<file path="src/shared/isc_params.svh">
// Cycle categories and state costs for the instruction state counter
`ifndef ISC_PARAMS_SVH
`define ISC_PARAMS_SVH

// Category positions in the count vector
`define ISC_CAT_FETCH   3'd0
`define ISC_CAT_BRADDR  3'd1
`define ISC_CAT_STACK   3'd2
`define ISC_CAT_BYTE    3'd3
`define ISC_CAT_WORD    3'd4
`define ISC_CAT_INTERN  3'd5
`define ISC_CAT_LAST    3'd5

// States per cycle
`define ISC_ST_ONCHIP   6'd2
`define ISC_ST_INTERN   6'd1
`define ISC_ST_P8_WIDE  6'd6
`define ISC_ST_P8_BYTE  6'd3
`define ISC_ST_P16      6'd3
`define ISC_ST_X8_WIDE  6'd4
`define ISC_ST_X8_BYTE  6'd2
`define ISC_ST_X16      6'd2
`define ISC_ST_X8_3WIDE 6'd6
`define ISC_ST_X8_3BYTE 6'd3
`define ISC_ST_X16_3    6'd3

// Cycles from request taken to result pulse
`define ISC_LATENCY     7

`endif

</file>
<file path="src/shared/isc_pkg.sv">
// Types for the instruction state counter
package isc_pkg;

  typedef enum logic [1:0]
  {
    ISC_REG_ONCHIP = 2'h0,
    ISC_REG_PERIPH = 2'h1,
    ISC_REG_EXTERN = 2'h2
  } isc_region_e;

  typedef struct packed
  {
    isc_region_e region;
    logic        bus16;
    logic        three_state;
    logic [3:0]  waits;
  } isc_cfg_s;

  typedef isc_cfg_s [5:0] isc_cfg_t;

  typedef logic [5:0][1:0] isc_cnt_t;

  typedef enum logic [3:0]
  {
    ISC_ADD_B_IMM   = 4'h0,
    ISC_ADD_B_REG   = 4'h1,
    ISC_ADD_W_IMM   = 4'h2,
    ISC_ADD_W_REG   = 4'h3,
    ISC_ADD_L_IMM   = 4'h4,
    ISC_ADD_L_REG   = 4'h5,
    ISC_ADDS        = 4'h6,
    ISC_ADDX        = 4'h7,
    ISC_AND_B       = 4'h8,
    ISC_AND_W_IMM   = 4'h9,
    ISC_AND_W_REG   = 4'ha,
    ISC_AND_L_IMM   = 4'hb,
    ISC_AND_L_REG   = 4'hc,
    ISC_AND_WITH_CONDITION_BITS = 4'hd,
    ISC_BITAND_REG  = 4'he,
    ISC_BITAND_MEM  = 4'hf
  } isc_instr_e;

  typedef enum logic
  {
    ISC_IDLE  = 1'b0,
    ISC_ACCUM = 1'b1
  } isc_state_e;

endpackage

</file>
<file path="src/verilog/isc_counter.sv">
// Instruction execution-state counter
//
// What this block does
// - Total is sum of count times states
// - Fixed six category counts per instruction
// - On-chip cycles 2 states, internal 1
// - Peripheral states depend on bus width
// - External states follow width, mode, waits
// - Per-instruction fetch and byte counts
`timescale 1ns/1ps
`default_nettype none
`include "isc_params.svh"

module isc_counter
  import isc_pkg::*;
#(
  parameter int TOTAL_W = 10,
  // Short-branch class is a separate input since the class code is full
  parameter int BCC_CNT = 2
)
(
  input  wire logic               clk,
  input  wire logic               rst,
  input  wire logic               req_valid,
  input  wire isc_instr_e         req_instr,
  input  wire logic               req_branch,
  input  wire isc_cfg_t           req_cfg,
  output logic                    req_ready_q,
  output logic                    done_q,
  output logic [TOTAL_W-1:0]      states_q
);

  initial
  begin
    if (TOTAL_W < 10)
      $error("TOTAL_W too narrow for worst-case total");
    // Fetch count field is two bits wide
    if (BCC_CNT < 1 || BCC_CNT > 3)
      $error("BCC_CNT outside one to three");
  end

  ////////////////////////////////////////////////////////////////////////////
  // Lookup functions

  function automatic isc_cnt_t instr_counts(isc_instr_e ins, logic br);
    isc_cnt_t c;
    c = '0;
    if (br)
    begin
      c[`ISC_CAT_FETCH] = 2'(BCC_CNT);
    end
    else
    begin
      case (ins)
        ISC_ADD_W_IMM, ISC_AND_W_IMM, ISC_AND_L_REG: c[`ISC_CAT_FETCH] = 2'h2;
        ISC_ADD_L_IMM, ISC_AND_L_IMM:                c[`ISC_CAT_FETCH] = 2'h3;
        ISC_BITAND_MEM:
        begin
          c[`ISC_CAT_FETCH] = 2'h2;
          c[`ISC_CAT_BYTE]  = 2'h1;
        end
        default:                                      c[`ISC_CAT_FETCH] = 2'h1;
      endcase
    end
    return c;
  endfunction

  function automatic logic [5:0] cyc_states(isc_cfg_s cfg, logic [2:0] cat);
    logic       is_byte;
    logic [5:0] m;
    logic [5:0] s;
    is_byte = (cat == `ISC_CAT_BYTE);
    m       = {2'h0, cfg.waits};
    s       = `ISC_ST_ONCHIP;
    if (cat == `ISC_CAT_INTERN)
      s = `ISC_ST_INTERN;
    else
    begin
      case (cfg.region)
        ISC_REG_ONCHIP: s = `ISC_ST_ONCHIP;
        ISC_REG_PERIPH: s = cfg.bus16 ? `ISC_ST_P16 : (is_byte ? `ISC_ST_P8_BYTE : `ISC_ST_P8_WIDE);
        ISC_REG_EXTERN:
        begin
          if (cfg.bus16)
            s = cfg.three_state ? 6'(`ISC_ST_X16_3 + m) : `ISC_ST_X16;
          else if (cfg.three_state)
            s = is_byte ? 6'(`ISC_ST_X8_3BYTE + m) : 6'(`ISC_ST_X8_3WIDE + 2 * m);
          else
            s = is_byte ? `ISC_ST_X8_BYTE : `ISC_ST_X8_WIDE;
        end
        default:        s = `ISC_ST_ONCHIP;
      endcase
    end
    return s;
  endfunction

  ////////////////////////////////////////////////////////////////////////////
  // Datapath

  isc_state_e          state_q;
  logic [2:0]          cat_q;
  isc_cnt_t            cnt_q;
  isc_cfg_t            cfg_q;
  logic [TOTAL_W-1:0]  acc_q;
  logic [5:0]          cur_states;
  logic [7:0]          term;
  logic                take;

  assign take       = req_valid && req_ready_q;
  // Per-category region config latched from bus controller
  assign cur_states = cyc_states(cfg_q[cat_q], cat_q);
  assign term       = 8'(cnt_q[cat_q] * cur_states);

  always_ff @(posedge clk or posedge rst)
  begin
    if (rst)
    begin
      state_q     <= ISC_IDLE;
      req_ready_q <= 1'b1;
      cat_q       <= 3'h0;
    end
    else if (state_q == ISC_IDLE)
    begin
      if (take)
      begin
        state_q     <= ISC_ACCUM;
        req_ready_q <= 1'b0;
        cat_q       <= `ISC_CAT_FETCH;
      end
    end
    else if (cat_q == `ISC_CAT_LAST)
    begin
      state_q     <= ISC_IDLE;
      req_ready_q <= 1'b1;
    end
    else
      cat_q <= cat_q + 3'h1;
  end

  // Request is latched so the caller may change inputs after handoff
  always_ff @(posedge clk or posedge rst)
  begin
    if (rst)
    begin
      cnt_q <= '0;
      cfg_q <= '0;
    end
    else if (take)
    begin
      cnt_q <= instr_counts(req_instr, req_branch);
      cfg_q <= req_cfg;
    end
  end

  always_ff @(posedge clk or posedge rst)
  begin
    if (rst)
    begin
      acc_q    <= '0;
      states_q <= '0;
      done_q   <= 1'b0;
    end
    else
    begin
      done_q <= 1'b0;
      if (take)
        acc_q <= '0;
      else if (state_q == ISC_ACCUM)
      begin
        acc_q <= acc_q + TOTAL_W'(term);
        if (cat_q == `ISC_CAT_LAST)
        begin
          states_q <= acc_q + TOTAL_W'(term);
          done_q   <= 1'b1;
        end
      end
    end
  end

  ////////////////////////////////////////////////////////////////////////////
  // Assertions

  logic all_onchip;
  always_comb
  begin
    all_onchip = 1'b1;
    for (int i = 0; i < 6; i++)
      if (req_cfg[i].region != ISC_REG_ONCHIP)
        all_onchip = 1'b0;
  end

  result_latency_a : assert property (@(posedge clk) disable iff (rst)
    take |=> !done_q [*6] ##1 done_q)
    else $error("result pulse not seven cycles after request");

  onchip_total_a : assert property (@(posedge clk) disable iff (rst)
    take && all_onchip && !req_branch && req_instr == ISC_ADD_L_IMM |-> ##7 states_q == 10'(6))
    else $error("on-chip long immediate add total wrong");

  counts_stable_a : assert property (@(posedge clk) disable iff (rst)
    state_q == ISC_ACCUM && cat_q != `ISC_CAT_LAST |=> $stable(cnt_q) && $stable(cfg_q))
    else $error("counts changed during accumulation");

  intern_state_a : assert property (@(posedge clk) disable iff (rst)
    state_q == ISC_ACCUM && cat_q == `ISC_CAT_INTERN |-> cur_states == 6'h1)
    else $error("internal cycle not one state");

  onchip_state_a : assert property (@(posedge clk) disable iff (rst)
    state_q == ISC_ACCUM && cat_q != `ISC_CAT_INTERN && cfg_q[cat_q].region == ISC_REG_ONCHIP
      |-> cur_states == 6'h2)
    else $error("on-chip cycle not two states");

  periph_state_a : assert property (@(posedge clk) disable iff (rst)
    state_q == ISC_ACCUM && cat_q != `ISC_CAT_INTERN && cfg_q[cat_q].region == ISC_REG_PERIPH
      |-> cur_states == (cfg_q[cat_q].bus16 || cat_q == `ISC_CAT_BYTE ? 6'h3 : 6'h6))
    else $error("peripheral cycle states wrong");

  ext_wait_a : assert property (@(posedge clk) disable iff (rst)
    state_q == ISC_ACCUM && cat_q == `ISC_CAT_FETCH && cfg_q[0].region == ISC_REG_EXTERN
      && cfg_q[0].three_state && !cfg_q[0].bus16 |-> cur_states == 6'(6 + 2 * cfg_q[0].waits))
    else $error("external three-state word states wrong");

  bitand_cnt_a : assert property (@(posedge clk) disable iff (rst)
    take && !req_branch && req_instr == ISC_BITAND_MEM |=> cnt_q[0] == 2'h2 && cnt_q[3] == 2'h1)
    else $error("memory bit-and counts wrong");

  branch_cnt_a : assert property (@(posedge clk) disable iff (rst)
    take && req_branch |=> cnt_q[0] == 2'h2 && cnt_q[5] == 2'h0)
    else $error("short branch counts wrong");

  cov_branch_c : cover property (@(posedge clk) disable iff (rst) take && req_branch ##7 done_q);
  cov_extern_c : cover property (@(posedge clk) disable iff (rst)
    state_q == ISC_ACCUM && cfg_q[cat_q].region == ISC_REG_EXTERN && cnt_q[cat_q] != 2'h0);
  cov_b2b_c    : cover property (@(posedge clk) disable iff (rst) done_q && take);

endmodule

`default_nettype wire

</file>
<file path="config.mk">
export PLATFORM = sky130hd
export DESIGN_NAME = isc_counter
export DESIGN_NICKNAME = d
export VERILOG_FILES = /design/src/shared/isc_pkg.sv /design/src/verilog/isc_counter.sv
export VERILOG_INCLUDE_DIRS = /design/src /design/src/shared
export SDC_FILE = /design/constraint.sdc
export NUM_CORES = 1
export LEC_CHECK = 0
export BUFFER_PORTS_ARGS = -buffer_cell sky130_fd_sc_hd__buf_2
export CORE_MARGIN = 3
export CORE_UTILIZATION = 30
export CTS_CLUSTER_DIAMETER = 80
export DETAILED_ROUTE_END_ITERATION = 8
export GPL_TIMING_DRIVEN = 1
export PLACE_DENSITY = 0.53
export SLEW_MARGIN = 40
export SYNTH_ARGS = -nofsm -noshare
export SYNTH_HDL_FRONTEND = slang
export SYNTH_SLANG_ARGS = --single-unit
</file>
<file path="constraint.sdc">
create_clock -name clk -period 5 [get_ports clk]
set_input_delay 0.75 -clock clk [delete_from_list [all_inputs] [get_ports clk]]
set_output_delay 0.75 -clock clk [all_outputs]
set_load 0.05 [all_outputs]
</file>
Word-level counts from Yosys, hierarchy flattened
Cells that the tools add are included.
W data, S select, Z words.
{ "op_classes": {"add_sub_neg": 4, "mul": 1, "div_mod_pow": 0, "magnitude_cmp": 1, "eq_ne": 12, "n_shift": 0, "muxes": 31, "n_bitwise": 1, "n_reduce_logical": 7} }
{ "ops": {"columns": ["operator", "n"], "rows": [
  ["$mux W6", 5],
  ["$bmux W8 S3", 1],
  ["$mux W10", 2],
  ["$mux W3", 6],
  ["$eq A4 B4 Y1 const B", 4],
  ["$pmux W6 S2", 1],
  ["$mux W1", 11],
  ["$add A10 B8 Y10", 1],
  ["$mul A2 B6 Y8", 1],
  ["$mux W8", 1],
  ["$add A3 B5 Y6 const A", 1],
  ["$bmux W2 S3", 1],
  ["$add A2 B4 Y5 const A", 1],
  ["$eq A4 B2 Y1 const B", 1],
  ["$eq A4 B3 Y1 const B", 1],
  ["$lt A3 B4 Y1 const B", 1],
  ["$mux W2", 2],
  ["$pmux W2 S2", 1],
  ["$reduce_and A2 Y1", 2],
  ["$reduce_or A4 Y1", 1],
  ["$add A3 B1 Y3 const B", 1],
  ["$eq A3 B2 Y1 const B", 1],
  ["$eq A3 B3 Y1 const B", 1],
  ["$reduce_and A3 Y1", 1],
  ["other kinds (8)", 8]
]} }
{ "totals": {"regBits": 78, "latchBits": 0, "ram_bits": 0, "romBits": 0, "input_bits": 56, "output_inout_bits": 12, "elab_cells": 89, "memories": 0} }

Longest topological paths before layout
{ "depth": {"depth_word": 12, "ltp_mapped": 23} }

Least setup slack after synthesis
Ideal clock, no wire load.
{ "synth_path": {"kind": "register to register", "startpoint": "reg cat_q[0]", "endpoint": "reg acc_q[7]", "setup_time_ns": 0.094, "arrival_time_ns": 4.314, "t_required_ns": 4.906, "setup_slack_ns": 0.592, "path_stages_with_launch": 24, "path_buffers": 3, "path_cell_list": "dfrtp_1 buf_6 buf_2 buf_1 mux2i_1 nor2_1 a21oi_1 inv_1 ha_1 nor2b_1 a31o_2 o41a_1 o211ai_1 fa_1 inv_1 ha_1 inv_1 fa_1 nor2b_1 o21a_1 o21ai_0 a21oi_1 xnor2_1 a211oi_1"} }
{ "synth_via": {"elab_chain_cells": 12, "word_cells_on_any_way": 23, "cone_classes": "add/sub: 3; mul: 1; eq/ne: 4; mux: 15"} }
{ "synth_lines": {"columns": ["element", "line", "source"], "rows": [
  ["start: declaration", "isc_counter.sv:101", "logic [2:0] cat_q;"],
  ["start signal: assignment", "isc_counter.sv:128", "cat_q <= `ISC_CAT_FETCH;"],
  ["start signal: assignment", "isc_counter.sv:137", "cat_q <= cat_q + 3'h1;"],
  ["$bmux W8 S3", "isc_counter.sv:111", "assign cur_states = cyc_states(cfg_q[cat_q], cat_q);"],
  ["$mux W8 (implied by the code)", "isc_counter.sv:111", null],
  ["$add A3 B5 Y6 (no line) or $add A2 B4 Y5 (tied branches)", null, null],
  ["$mux W6", "isc_counter.sv:87", "s = is_byte ? 6'(`ISC_ST_X8_3BYTE + m) : 6'(`ISC_ST_X8_3WIDE + 2 * m);"],
  ["$mux W6", "isc_counter.sv:86", "else if (cfg.three_state)"],
  ["$mux W6", "isc_counter.sv:84", "if (cfg.bus16)"],
  ["$pmux W6 S2", "isc_counter.sv:79", "case (cfg.region)"],
  ["$mux W6", "isc_counter.sv:75", "if (cat == `ISC_CAT_INTERN)"],
  ["$mul A2 B6 Y8 *", "isc_counter.sv:112", "assign term = 8'(cnt_q[cat_q] * cur_states);"],
  ["$add A10 B8 Y10 *", "isc_counter.sv:170", "acc_q <= acc_q + TOTAL_W'(term);"],
  ["$mux W10 *", "isc_counter.sv:168", "else if (state_q == ISC_ACCUM)"],
  ["$mux W10 *", "isc_counter.sv:166", "if (take)"],
  ["end signal: assignment", "isc_counter.sv:170", null],
  ["end: declaration", "isc_counter.sv:104", "logic [TOTAL_W-1:0] acc_q;"]
]} }
Mark *: on every way between the ends. The rest lies on a longest branch, timed or not. The select of a mux whose other input is x is not followed.
A chain may end at the register's enable or synchronous reset.

Worst setup path in the final report
{ "layout_path": {"startpoint": "reg cat_q[0]", "endpoint": "reg states_q[6]"} }
{ "layout_via": {"elab_chain_cells": 10, "word_cells_on_any_way": 22, "cone_classes": "add/sub: 3; mul: 1; eq/ne: 4; mux: 13; reduce/logical: 1"} }
{ "layout_lines": {"columns": ["element", "line", "source"], "rows": [
  ["$bmux W8 S3", "isc_counter.sv:111", null],
  ["$mux W8 (implied by the code)", "isc_counter.sv:111", null],
  ["$add A3 B5 Y6 (no line) or $add A2 B4 Y5 (tied branches)", null, null],
  ["$mux W6", "isc_counter.sv:87", null],
  ["$mux W6", "isc_counter.sv:86", null],
  ["$mux W6", "isc_counter.sv:84", null],
  ["$pmux W6 S2", "isc_counter.sv:79", null],
  ["$mux W6", "isc_counter.sv:75", null],
  ["$mul A2 B6 Y8", "isc_counter.sv:112", null],
  ["$add A10 B8 Y10", "isc_counter.sv:173", "states_q <= acc_q + TOTAL_W'(term);"],
  ["end signal: assignment", "isc_counter.sv:173", null],
  ["end: declaration", "isc_counter.sv:30", "output logic [TOTAL_W-1:0] states_q"]
]} }
Several ways; a longest one is shown, not always the timed one. The select of a mux whose other input is x is not followed.

==> summary.txt <==
Clocking
  – # H-tree levels: 3
  – CTS Sinks: 77
  – Root cell of the clock tree: clkbuf_16
  – Resize count post-CTS: 0
  – # hold bufs at CTS: 0
  – CTS tree: yes
  – Setup bufs post-CTS: 0
  – CTS buffer count: 9
  – Skew-Pair Late Insertion Delay: 0.34 ns
  – Clk buf depth: 2
  – CTS clk-pin slew, worst paths: 0.06 ns

Routing
  – # DRC: 0
  – Vias per std cell: 4.685
  – Avg WL per Cell: 13.97 microns
  – DR vias: 3,448
  – First-pass detailed-route iteration total: 4
  – WL final: 10,280 microns
  – Routed Antenna Nets: 0
  – 1st-iter DRT viols: 162

Job
  – Max Cap Violations: 0

Global route
  – Vias in the first global route: 3,564
  – Initial antenna violation count: 0
  – Gr ovfl total: 0
  – Largest net degree at the start of global routing: 61
  – First-pass GRT wire length: 17,710 microns
  – All-Layer GR Usage: 13.72%

Timing
  – Setup ws final: 0.4588 ns
  – Worst Hold Slack: 0.4661 ns
  – Final Hold Vio Count: 0
  – Fin Setup TNS: 0 ns
  – Period Utilization, post-route: 90.82%
  – Fmax: 220.2 MHz
  – # setup viols final: 0
  – Slew HR: 46.56%
  – Clock Skew: 0.007778 ns
  – Slew Viols, Final: 0
  – RSZ-0062 raised after global routing: false
  – Fin crit period: 4.541 ns
  – Slew @ Worst Pin: 0.8016 ns

Critical path
  – Critical path startpoint category: flip-flop
  – Critical path arrival: 4.77 ns
  – Crit Path Category: reg -> reg
  – CP max stage delay: 0.56 ns
  – Max FO, Critical Path: 20
  – Slowest cell on the critical path: fa_1
  – CP dominant cell by count: a21oi_1
  – Critical path cell sequence: buf_4 -> mux4_2 -> a21oi_1 -> ha_1 -> nand3b_1 -> o31ai_1 -> nand2_1 -> fa_1 -> inv_1 -> ha_1 -> a21o_1 -> a21oi_1 -> o21bai_1 -> a21oi_1 -> xnor2_1 -> mux2_2
  – CP Data Required Time: 5.23 ns
  – Critical path endpoint category: flip-flop

Final layout
  – Commonest non-fill, non-tap cells in the layout: nand2_1 (177), dfrtp_1 (76), buf_2 (67), nor2_1 (28), inv_1 (17)
  – Final #Nets: 629
  – Area delta synth->final: 18.78%
  – Filler cell count in the final layout: 1,445
  – Finished Core Util: 36.80%
  – Layout cells sized above 1: 20.68%
  – Area of the multi-input gates: 0.002238 sq mm
  – Reg area: 0.001928 sq mm
  – N_diodes: 0
  – Most common cell after layout, fill and taps aside: nand2_1

Synthesis
  – Avg Cell Area, Syn: 8.860 sq um
  – Synth area leaders: dfrtp_1 (44%), nand2_1 (15%), ha_1 (4.3%), mux2_2 (3.1%), fa_1 (2.8%)
  – Synth Cell Area: 0.004350 sq mm
  – Synthesized flop and latch total: 77
  – Top cell type by total area after synthesis: dfrtp_1
  – Register area share after synthesis: 44.32%
  – Yosys top cell area share: 43.72%
  – Syn_nets: 568
  – Top FF cell, synth: dfrtp_1
  – Gate Count Post-Synth: 491
  – EDFF count, synth: 0
  – Synthesis warning total: 0
  – Synth unique cells: 58
  – Synth async-reset ratio: 100.0%

Placed design
  – Number of port buffers: 67
  – GP Congestion: 0.8364
  – HPWL after detailed placement: 7463 microns
  – Pre-CTS setup slack: 0.5077 ns

Die
  – Initial Util: 30.98%
  – Die width: 126.4 microns
  – Core area: 0.01404 sq mm
  – Die Y-Extent: 126.4 microns
  – Row count: 43
  – Top-level I/O count: 68
  – DIE AREA: 0.01598 sq mm

Outcome
  – Outcome: completed

Power
  – P per Cell Area: 654.8 mW/mm^2
  – Tot Pwr: 3.384 mW
  – Lkg Pwr: 2.660 nW
  – Worst vdd rail ir drop: 0.1864 mV

Min path
  – Worst min path class: reg -> reg
flip-flops by register name (all words and copies together) (netlist names):
name and flops:
acc_q 10, cat_q 3, cfg_q 48, cnt_q 3, done_q 1, req_ready_q 1, state_q 1, states_q 10
power by group:
| part | switching (mW) | total [mW] | leakage [nW] | internal, mW |
|---|---|---|---|---|
| clock | 0.255 | 0.695 | 0.158 | 0.440 |
| sequential | 0.199 | 1.09 | 0.966 | 0.892 |
| combinational | 0.933 | 1.60 | 1.54 | 0.665 |
path summary, 6_finish.rpt:
| check | endpoint | from | slack, ns | cells after the start |
|---|---|---|---|---|
| max in group asynchronous | req_ready_q | rst | 3.55 | 3 |
| worst min-delay path | cfg_q[12] | cfg_q[12] | 0.47 | 2 |
| worst min register to register | cfg_q[12] | cfg_q[12] | 0.47 | 2 |
| worst max register to register | states_q[6] | cat_q[0] | 0.46 | 16 |
| worst max-delay path | states_q[6] | cat_q[0] | 0.46 | 16 |
| min in group asynchronous | states_q[8] | rst | 0.48 | 2 |
logic make-up after synthesis:
kind of cell	count (synthesis)	share of synthesized area [%]
xor gates and xnor gates	10	2.013
muxes	28	8.139
buffers and inverters	43	4.343
adders and majority gates	21	7.075
AOI/OAI and AO/OA	65	10.30
and+or+nand+nor	247	23.81
DFF	77	44.32
critical path: cells and delay by family, from the launching register on:
kind            cells  cell delay (ns)
buf+inv             2             0.35
compound gates      6             1.27
mux                 2             0.82
fa+ha+maj           3             1.16
simple gates        2             0.32
flops               1             0.40
xor+xnor            1             0.12
cell usage after synthesis, drive strengths merged (7+ instances only):
| master | instances |
|---|---|
| o211ai | 7 |
| inv | 18 |
| ha | 15 |
| dfrtp | 76 |
| nand2 | 178 |
| nor2 | 28 |
| clkbuf | 13 |
| buf | 10 |
| xnor2 | 7 |
| mux2i | 11 |
| o21ai | 11 |
| mux2 | 13 |
| a21oi | 14 |
| nand3 | 8 |
per-layer routing:
layer | up-vias | wire [microns] | GRT usage (%)
met5 | - | 0 | 0
met4 | 0 | 162 | 4.795
met3 | 12 | 487 | 3.200
met2 | 79 | 4606 | 20.77
met1 | 1601 | 5024 | 19.27
li1 | 1756 | - | -
final cells by class:
cell class	instances	area share [%]
clock buffer	13	5.424
timing repair buffer	73	7.361
clock inverter	2	0.7506
inverter	20	1.477
sequential	77	37.31
multi-input combinational	371	43.32
tap	180	4.358
through the flow:
step / area (sq um) / cells
after floorplan: 4350 / 491
after global placement: 4846 / 721
after detailed placement: 4847 / 721
after CTS: 5166 / 736
after global routing: 5167 / 736
final: 5167 / 736
No activity file was read; power rests on OpenSTA's default activity.
